### src/core/ep_fifo_cfg_pkg.sv
// constants for the endpoint fifo configuration register bank
package ep_fifo_cfg_pkg;

    // byte offsets on the avalon bus, one 32-bit word each
    localparam logic [5:0] OFS_INPUT_FIFO_ENABLE = 6'h00;
    localparam logic [5:0] OFS_SIZE_SELECT_LOW   = 6'h04;
    localparam logic [5:0] OFS_SIZE_SELECT_HIGH  = 6'h08;
    localparam logic [5:0] OFS_ACCESS_CONTROL    = 6'h0c;
    localparam logic [5:0] OFS_DATA_PORT_BASE    = 6'h20;

    // field positions
    localparam int RECONFIG_BIT     = 0;
    localparam int LOW_SEL_BASE_BIT = 2;
    localparam int CTRL_REQUEST_BIT = 0;
    localparam int CTRL_DIR_BIT     = 1;
    localparam int CTRL_READY_BIT   = 2;

    // reset values
    localparam logic [7:0] INPUT_FIFO_ENABLE_RST = 8'h00;
    localparam logic [7:0] SIZE_SELECT_RST       = 8'h00;
    localparam logic [7:0] ACCESS_CONTROL_RST    = 8'h00;

    // fifo depth encoding of a size selector
    localparam logic [1:0] SIZE_SEL_8  = 2'h0;
    localparam logic [1:0] SIZE_SEL_16 = 2'h1;
    localparam logic [1:0] SIZE_SEL_32 = 2'h2;
    localparam logic [1:0] SIZE_SEL_64 = 2'h3;

endpackage

### src/core/ep_size_decode.sv
// decodes a 2-bit endpoint size selector into a fifo depth in bytes
`timescale 1ns/1ps

module ep_size_decode (
    input  wire logic [1:0] size_sel,   // selector from the size register
    output logic      [6:0] depth_bytes // fifo depth, 8 to 64
);

    always_comb begin
        case (size_sel)
            ep_fifo_cfg_pkg::SIZE_SEL_8:  depth_bytes = 7'h08;
            ep_fifo_cfg_pkg::SIZE_SEL_16: depth_bytes = 7'h10;
            ep_fifo_cfg_pkg::SIZE_SEL_32: depth_bytes = 7'h20;
            default:                      depth_bytes = 7'h40;
        endcase
    end

endmodule

### src/core/usb_endpoint_fifo_config_regs.sv
// register bank for endpoint fifo enables, sizes and data ports
`timescale 1ns/1ps

module usb_endpoint_fifo_config_regs #(
    parameter int EP_COUNT = 7              // non-control endpoints: 3, 5 or 7
) (
    input  wire logic        sys_clk,          // 200 mhz clock
    input  wire logic        sys_rst,          // asynchronous reset, active high
    input  wire logic [5:0]  avs_address,      // byte address
    input  wire logic        avs_read,         // read request
    input  wire logic        avs_write,        // write request
    input  wire logic [31:0] avs_writedata,    // write data
    input  wire logic [3:0]  avs_byteenable,   // byte lanes
    output logic      [31:0] avs_readdata,     // read data
    output logic             avs_waitrequest,  // stall
    output logic      [7:0]  in_fifo_enable,   // input fifo enables, bit n for endpoint n
    output logic             reconfig_request, // rebuild request level
    input  wire logic        reconfig_done,    // engine finished the rebuild, one-cycle pulse
    output logic      [15:0] size_select,      // selectors, endpoint n in bits 2n+1:2n
    output logic      [55:0] fifo_depth,       // decoded depth, endpoint n in bits 8n-2:8n-8
    output logic      [2:0]  fifo_select,      // endpoint chosen for access
    output logic             fifo_request,     // access request flag
    output logic             fifo_write_dir,   // 1 while software writes the fifo
    input  wire logic        fifo_ready,       // engine grants the selected fifo
    output logic      [7:0]  fifo_wr_data,     // byte written to a data port
    output logic             fifo_wr_strobe,   // one-cycle pulse per data write
    output logic      [2:0]  fifo_wr_ep,       // endpoint of that write
    input  wire logic [7:0]  fifo_rd_data,     // byte the engine offers for reads
    output logic             fifo_rd_strobe,   // one-cycle pulse per data read
    output logic      [2:0]  fifo_rd_ep        // endpoint of that read
);

    ////////////////////////////////////////////////////////////////////////////////
    // state

    typedef enum logic [1:0] {
        BUS_IDLE = 2'b01,
        BUS_ACK  = 2'b10
    } bus_state_type;

    typedef struct packed {
        bus_state_type bus;
        logic [7:0]    enable;
        logic [15:0]   sizes;
        logic [2:0]    sel;
        logic          req;
        logic          dir;
        logic [31:0]   rdata;
        logic [7:0]    wdata;
        logic          wstb;
        logic [2:0]    wep;
        logic          rstb;
        logic [2:0]    rep;
    } state_type;

    state_type state_r;
    state_type state_nxt;
    logic      ready_s1_r;
    logic      ready_s2_r;

    // mask of implemented enable bits, bit 0 is the rebuild request
    localparam logic [7:0] ENABLE_MASK = 8'((16'h1 << (EP_COUNT + 1)) - 16'h1);
    // selectors for endpoint 1..EP_COUNT in the packed size word
    localparam logic [15:0] SIZE_MASK = 16'(((32'h1 << (2 * EP_COUNT)) - 32'h1) << 2);

    function automatic logic [7:0] merge_byte(input logic [7:0] old_v, input logic [7:0] new_v,
                                              input logic lane, input logic [7:0] mask);
        merge_byte = lane ? ((old_v & ~mask) | (new_v & mask)) : old_v;
    endfunction

    function automatic logic is_data_port(input logic [5:0] addr);
        is_data_port = (addr >= ep_fifo_cfg_pkg::OFS_DATA_PORT_BASE) && (addr[1:0] == 2'h0)
                       && (addr[4:2] <= 3'(EP_COUNT));
    endfunction

    ////////////////////////////////////////////////////////////////////////////////
    // register and bus logic

    always_comb begin
        logic [7:0]  low_v;
        logic [7:0]  high_v;
        logic [7:0]  rbyte;
        logic        wr;
        logic        rd;
        logic [15:0] sz_new;
        low_v     = '0;
        high_v    = '0;
        rbyte     = '0;
        sz_new    = state_r.sizes;
        state_nxt = state_r;
        wr        = avs_write && (state_r.bus == BUS_IDLE);
        rd        = avs_read && (state_r.bus == BUS_IDLE);
        state_nxt.wstb = 1'b0;
        state_nxt.rstb = 1'b0;
        // low register view: endpoints 1..3 at bits 3:2, 5:4, 7:6
        low_v  = {state_r.sizes[7:2], 2'h0};
        // high register view: endpoints 4..7 at bits 1:0 upward
        high_v = state_r.sizes[15:8];

        // hardware clears the rebuild request once the engine is done
        if (reconfig_done) begin
            state_nxt.enable[ep_fifo_cfg_pkg::RECONFIG_BIT] = 1'b0;
        end

        case (state_r.bus)
            BUS_IDLE: begin
                if (wr || rd) begin
                    state_nxt.bus = BUS_ACK;
                end
            end
            BUS_ACK: begin
                state_nxt.bus = BUS_IDLE;
            end
            default: begin
                state_nxt.bus = BUS_IDLE;
            end
        endcase

        if (wr) begin
            if (avs_address == ep_fifo_cfg_pkg::OFS_INPUT_FIFO_ENABLE) begin
                // write enables and rebuild request, unbuilt bits dropped
                // merging onto the already cleared value keeps a done pulse when lane 0 is off
                state_nxt.enable = merge_byte(state_nxt.enable, avs_writedata[7:0], avs_byteenable[0],
                                              ENABLE_MASK);
            end else if (avs_address == ep_fifo_cfg_pkg::OFS_SIZE_SELECT_LOW) begin
                sz_new[7:0] = merge_byte(state_r.sizes[7:0], avs_writedata[7:0], avs_byteenable[0],
                                         SIZE_MASK[7:0]);
            end else if (avs_address == ep_fifo_cfg_pkg::OFS_SIZE_SELECT_HIGH) begin
                sz_new[15:8] = merge_byte(state_r.sizes[15:8], avs_writedata[7:0], avs_byteenable[0],
                                          SIZE_MASK[15:8]);
            end else if (avs_address == ep_fifo_cfg_pkg::OFS_ACCESS_CONTROL) begin
                if (avs_byteenable[0]) begin
                    // request and direction flags written by software
                    state_nxt.req = avs_writedata[ep_fifo_cfg_pkg::CTRL_REQUEST_BIT];
                    state_nxt.dir = avs_writedata[ep_fifo_cfg_pkg::CTRL_DIR_BIT];
                end
                if (avs_byteenable[1]) begin
                    state_nxt.sel = avs_writedata[10:8];
                end
            end else if (is_data_port(avs_address)) begin
                // byte write to an endpoint data port
                if (avs_byteenable[0]) begin
                    state_nxt.wdata = avs_writedata[7:0];
                    state_nxt.wstb  = 1'b1;
                    state_nxt.wep   = avs_address[4:2];
                end
            end
            // size selectors of absent endpoints stay zero
            state_nxt.sizes = sz_new & SIZE_MASK;
        end

        if (rd) begin
            if (avs_address == ep_fifo_cfg_pkg::OFS_INPUT_FIFO_ENABLE) begin
                rbyte = state_r.enable;
            end else if (avs_address == ep_fifo_cfg_pkg::OFS_SIZE_SELECT_LOW) begin
                rbyte = low_v;
            end else if (avs_address == ep_fifo_cfg_pkg::OFS_SIZE_SELECT_HIGH) begin
                rbyte = high_v;
            end else if (avs_address == ep_fifo_cfg_pkg::OFS_ACCESS_CONTROL) begin
                rbyte = {5'h00, ready_s2_r, state_r.dir, state_r.req};
            end else if (is_data_port(avs_address)) begin
                // byte read from an endpoint data port
                rbyte = fifo_rd_data;
                state_nxt.rstb = 1'b1;
                state_nxt.rep  = avs_address[4:2];
            end
            // upper bits and unmapped addresses read zero
            state_nxt.rdata = {24'h000000, rbyte};
        end
    end

    always_ff @(posedge sys_clk or posedge sys_rst) begin
        if (sys_rst) begin
            // all controls and selectors clear at reset
            state_r        <= '0;
            state_r.bus    <= BUS_IDLE;
            state_r.enable <= ep_fifo_cfg_pkg::INPUT_FIFO_ENABLE_RST;
            state_r.sizes  <= {ep_fifo_cfg_pkg::SIZE_SELECT_RST, ep_fifo_cfg_pkg::SIZE_SELECT_RST};
            ready_s1_r     <= 1'b0;
            ready_s2_r     <= 1'b0;
        end else begin
            state_r    <= state_nxt;
            ready_s1_r <= fifo_ready;
            ready_s2_r <= ready_s1_r;
        end
    end

    ////////////////////////////////////////////////////////////////////////////////
    // outputs

    assign avs_waitrequest  = (avs_read || avs_write) && (state_r.bus != BUS_ACK);
    assign avs_readdata     = state_r.rdata;
    assign in_fifo_enable   = {state_r.enable[7:1], 1'b0};
    assign reconfig_request = state_r.enable[ep_fifo_cfg_pkg::RECONFIG_BIT];
    assign size_select      = state_r.sizes;
    assign fifo_select      = state_r.sel;
    assign fifo_request     = state_r.req;
    assign fifo_write_dir   = state_r.dir;
    assign fifo_wr_data     = state_r.wdata;
    assign fifo_wr_strobe   = state_r.wstb;
    assign fifo_wr_ep       = state_r.wep;
    assign fifo_rd_strobe   = state_r.rstb;
    assign fifo_rd_ep       = state_r.rep;

    // decode each selector into a depth, endpoint n in byte n-1
    for (genvar n = 1; n < 8; n++) begin : g_depth
        ep_size_decode u_dec (
            .size_sel    (state_r.sizes[2*n+1:2*n]),
            .depth_bytes (fifo_depth[8*n-2:8*n-8])
        );
        assign fifo_depth[8*n-1] = 1'b0;
    end

endmodule

### config.mk
export PLATFORM = sky130hd
export DESIGN_NAME = usb_endpoint_fifo_config_regs
export DESIGN_NICKNAME = d
export VERILOG_FILES = /design/src/core/ep_fifo_cfg_pkg.sv /design/src/core/ep_size_decode.sv /design/src/core/usb_endpoint_fifo_config_regs.sv
export SDC_FILE = /design/constraint.sdc
export NUM_CORES = 1
export LEC_CHECK = 0
export BUFFER_PORTS_ARGS = -buffer_cell sky130_fd_sc_hd__buf_2
export CAP_MARGIN = 0
export CORE_MARGIN = 2
export CORE_UTILIZATION = 25
export CTS_BUF_LIST = sky130_fd_sc_hd__clkbuf_16
export DETAILED_ROUTE_END_ITERATION = 7
export MAX_ROUTING_LAYER = met4
export REMOVE_ABC_BUFFERS = 1
export SYNTH_ARGS = -nofsm -noshare
export SYNTH_HDL_FRONTEND = slang
export SYNTH_HIERARCHICAL = 1
export SYNTH_SLANG_ARGS = --single-unit
### constraint.sdc
create_clock -name sys_clk -period 5.1 [get_ports sys_clk]
set_input_delay 0.255 -clock sys_clk [delete_from_list [all_inputs] [get_ports sys_clk]]
set_output_delay 0.255 -clock sys_clk [all_outputs]
set_load 0.05 [all_outputs]
=== Yosys cells after proc, flatten, opt, wreduce, memory -nomap -nowiden ===
Index checks and enable logic that the tools add are counted.

* Reduce and logical (&&, ||, !) cells: 23
* Bitwise operators: 4
* Magnitude comparators: 2
* Mux-type cells: 43
* Equal/unequal tests: 20

{| class="wikitable"
|+ Operators with widths
! operator !! count
|-
| $pmux W7 S3 || 7
|-
| $mux W8 || 10
|-
| $mux W4 || 13
|-
| $mux W22 || 1
|-
| $mux W5 || 4
|-
| $reduce_and A6 Y1 || 3
|-
| $eq A2 B1 Y1 const B || 8
|-
| $logic_not A2 Y1 || 8
|-
| $mux W16 || 1
|-
| $eq A2 B2 Y1 const B || 7
|-
| $eq A6 B4 Y1 const B || 2
|-
| $reduce_and A7 Y1 || 1
|-
| $eq A6 B3 Y1 const B || 1
|-
| $ge A6 B6 Y1 const B || 1
|-
| $logic_not A6 Y1 || 1
|-
| $mux W2 || 3
|-
| $logic_and A1 B1 Y1 || 5
|-
| $reduce_and A5 Y1 || 1
|-
| $not A1 Y1 || 4
|-
| $reduce_and A4 Y1 || 1
|-
| $le A3 B3 Y1 const B || 1
|-
| $mux W1 || 3
|-
| $mux W3 || 1
|-
| $reduce_and A3 Y1 || 1
|-
| 3 further kinds || 4
|}

* Input port bits: 56
* Register bits: 55
* Logic and storage cells: 108
* Output and inout bits: 135

=== Longest topological paths before layout ===
* Word-level depth: 9
* Mapped depth: 6
* Mapped depth without buffers: 4

=== Modules after synthesis ===
The synthesis kept the hierarchy.

{| class="wikitable"
|+ Modules (own cells, without submodules)
! module !! cells an instance !! area each (um^2) !! times used !! seq. area each (um^2)
|-
| usb_endpoint_fifo_config_regs || 261 || 2,979.1 || 1 || 1,377.6
|-
| ep_size_decode || 8 || 52.6 || 7 || 0.0
|}

=== Least setup slack after synthesis ===
Ideal clock, no wire load.

* Path kind: register to register
* Start: reg state_r[77] (netlist name)
* End: reg state_r, in the netlist fifo_wr_data[0]
* Stages on the path, launching flop included: 5
* Path buffers: 1
* Period minus slack after synthesis: 1.988 ns
* Arrival: 1.863 ns
* Setup slack: 3.112 ns
* Required time: 4.975 ns
* Library setup time: 0.125 ns
* Cells stage by stage: dfstp_2 nand4b_1 nor4b_1 buf_4 mux2_2

* Longest elaborated chain between the ends: 3

{| class="wikitable"
|+ Ends and longest elaborated chain
! element !! line !! source
|-
| start, declared || usb_endpoint_fifo_config_regs.sv:56 || <nowiki>state_type state_r;</nowiki>
|-
| start signal, assigned || usb_endpoint_fifo_config_regs.sv:182 || <nowiki>state_r <= state_nxt;</nowiki>
|-
| $eq A2 B1 Y1 || usb_endpoint_fifo_config_regs.sv:91 || <nowiki>wr = avs_write && (state_r.bus == BUS_IDLE);</nowiki>
|-
| $logic_and A1 B1 Y1 || usb_endpoint_fifo_config_regs.sv:91 ||
|-
| $reduce_and A7 Y1 (no source line) || - ||
|}

No other way between the ends.
A chain may end at the register's enable or synchronous reset.

=== Final worst setup path ===
* Start: reg state_r[77] (netlist name)
* End: reg state_r, in the netlist fifo_wr_ep[2]

The elaborated chain is that of the path after synthesis.

==> out/qor.yml <==
run_status:
  status: "finished, final reports clean"
worst_setup_path:
  r2r_start: "state_r[77]"
  critPathArrivalTime_ns: 2.49
  crit_slowest_cell: "nor4b_2"
  critical_path.endpoint_type: "flip-flop"
  crit_type: "flip-flop to flip-flop"
  crit_path_max_fanout: 10
  crit_buf_inv: 1
  cp-start-kind: "flip-flop"
  crit_family: "simple AND/OR/NAND/NOR gates"
  r2r_slack_ns: 2.80
  timing.critical_path.cells: "nand4b_1 > nor4b_2 > buf_4 > mux2_2"
  reg2reg_depth: 4
  critPathRequiredTime_ns: 5.29
  r2r_end: "fifo_wr_ep[2]"
  slowest_delay_ns: 0.63
sta:
  timing.fmax_mhz: 435
  finalHoldViolations: 0
  skew_ns: 0.00500
  final.setup.tns_ns: 0
  rsz0062_at_grt: "no"
  fin_ws_ns: 2.80
  fin_crit_sh: 0.451
  setup_viol: 0
  fin_crit_ns: 2.30
  final_max_slew_viol_count: 0
  tightest_slew_ns: 0.834
  slew_headroom: 0.440
drt:
  viasPerCell: 4.04
  wire_per_inst_um: 14.4
  postRouteAntennaNets: 0
  wirelength_um: 7990
  initialDrtViolationCount: 52
  first_pass_iters: 4
  vias: 2237
  drc: 0
logic_synthesis:
  ys_ff_latch: 55
  synth_flop_cell: "dfrtp_1"
  synth_warnings: 6
  avgSynthCellArea_um2: 10.6
  async_reset_ff_frac: 1.00
  synth_edf_count: 0
  ys_seq_area_frac: 0.412
  syn_area_um2: 3350
  synth_cells: 317
  ys_types: 38
clock_network:
  htree_levels: 2
  clockRootBuffer: "clkbuf_16"
  cts_sinks: 55
  cts_resized: 0
  clkLatencyLatePin_ns: 0.31
  clkSlewWorstSetupHoldPaths_ns: 0.07
  postCtsSetupBuffers: 0
  clock_path_buffers: 2
  cts_tree: "yes"
  cts_made_buffers: 5
  postCtsHoldBufs: 0
min_path:
  hold_depth: 1
  hold_end: "ready_s1_r"
  min_from: "fifo_ready"
  hold_path.class: "input port to flip-flop"
finish:
  antennaDiodeCount: 0
  fin_util: 0.282
  area.growth.synth_to_final_pct: 10.5
  layout_commonest_cell: "buf_2"
  nets: 434
  final_cell_area_um2: 3700
  layout_common_cells: "buf_2, conb_1, dfrtp_1"
  num-fill-cells: 1386
  drive_above_1_share: 0.487
global_routing:
  antenna_found_initial: 0
  grt.overflow.total: 0
  gr-usage-met3: 0.0337
  use_met2: 0.185
  grt_pass1_vias: 2085
  top_usage_layer: "met2"
  grtUsageTotal: 0.115
  grt_pass1_wl_um: 12000
  grt_use_met1: 0.138
  grt_max_degree: 56
die:
  initial_core_util: 0.255
  fp.dieW_um: 120
  ios: 191
  die_area_um2: 14300
  die_h_um: 120
  placementRows: 42
  fp.coreArea_um2: 13100
power_and_ir_drop:
  seq_power_share: 0.334
  p_int_uw: 933
  p_leak_nw: 1.97
  swShare: 0.473
  comb_power_share: 0.443
  ir_drop_uv: 192
  power_frac_clock: 0.223
  p_sw_uw: 839
  p_total_mw: 1.77
  powerDensity_nw_per_um2: 479
run:
  cap_violations: 0
placement:
  routabilityCongestion: 0.676
  post_dp_cell_area_um2: 3540
  dp_slack_ns: 2.66
  dp_hpwl_um: 5900
  portBuffers: 112
worst register-to-register path: cells and delay by family (launching register included):
kind | cells | cell delay, ns
buffers and inverters | 1 | 0.33
flip-flops | 1 | 0.54
AND/OR/NAND/NOR | 2 | 0.96
multiplexers | 1 | 0.36
how the worst max path moves through the flow:
| stage | end | depth (start not counted) | slack [ns] | start |
|---|---|---|---|---|
| finish | fifo_wr_ep[2] | 4 | 2.80 | state_r[77] |
| CTS | fifo_wr_ep[2] | 4 | 2.65 | state_r[77] |
| floorplan | fifo_wr_data[0] | 3 | 2.40 | state_r[77] |
| detailed placement | fifo_wr_ep[2] | 4 | 2.66 | state_r[77] |
| global route | fifo_wr_ep[2] | 4 | 2.59 | state_r[77] |
| global placement | fifo_wr_data[6] | 4 | 2.68 | state_r[77] |
state kept, by name (all words and copies together) (netlist names):
signal,cells
reconfig_request,1
avs_readdata,8
fifo_rd_ep,3
size_select,14
fifo_wr_strobe,1
fifo_request,1
fifo_rd_strobe,1
fifo_wr_ep,3
ready_s1_r,1
fifo_wr_data,8
state_r,2
in_fifo_enable,7
ready_s2_r,1
fifo_write_dir,1
fifo_select,3
power groups by stage:
stage          Combinational (mW)  Sequential, mW  Clock [mW]
3_5_place_dp                0.790           0.602           0
4_1_cts                     0.791           0.594       0.416
3_3_place_gp                0.782           0.597           0
5_1_grt                     0.823           0.607       0.427
6_report                    0.784           0.593       0.395
2_1_floorplan               0.299           0.907           0
cell usage after synthesis, types with 3 or more instances:
library cell  number  area, um2
buf_4            102        766
dfrtp_1           54       1350
mux2_2            38        428
nor2_1            13       48.8
nor2b_1           10       62.6
conb_1             8       30.0
inv_1              8       30.0
o21ai_0            8       40.0
a21oi_1            7       35.0
a221oi_1           7       61.3
and2_2             7       52.6
and2b_2            7       61.3
nand2_1            7       26.3
nor3_1             5       25.0
mux2i_1            4       40.0
clkbuf_1           3       11.3
nand2b_1           3       18.8
through the flow:
step           hold WS, ns  cells
5_1_grt             0.0398    554
4_1_cts             0.0373    554
3_3_place_gp         0.342    547
6_report            0.0545    554
2_1_floorplan        0.286    256
3_5_place_dp         0.346    547
final cells by class:
type	instances	area (um2)	area share
clock buffer	5	125	0.0338
clock inverter	2	37.5	0.0101
inverter	8	30.0	0.00812
multi-input combinational	193	1330	0.358
sequential	55	1380	0.372
tap	176	220	0.0595
timing repair buffer	115	583	0.158
metal layers:
metal / routed length [um] / up-vias
met1: 3330 / 1059
met5: 0 / -
li1: - / 1031
met4: 123 / 0
met3: 714 / 12
met2: 3820 / 135
logic make-up (layout without fill, tap and decap cells):
family                 after synthesis  count (layout)  synth area share
buffers and inverters              116             130             0.247
flip-flops                          55              55             0.412
multiplexers                        42              42             0.140
AO/OA/AOI/OAI                       30              30            0.0602
AND/OR/NAND/NOR                     66              66             0.132
other                                8              55           0.00897
Note: power is estimated with default switching activity, not from simulation.
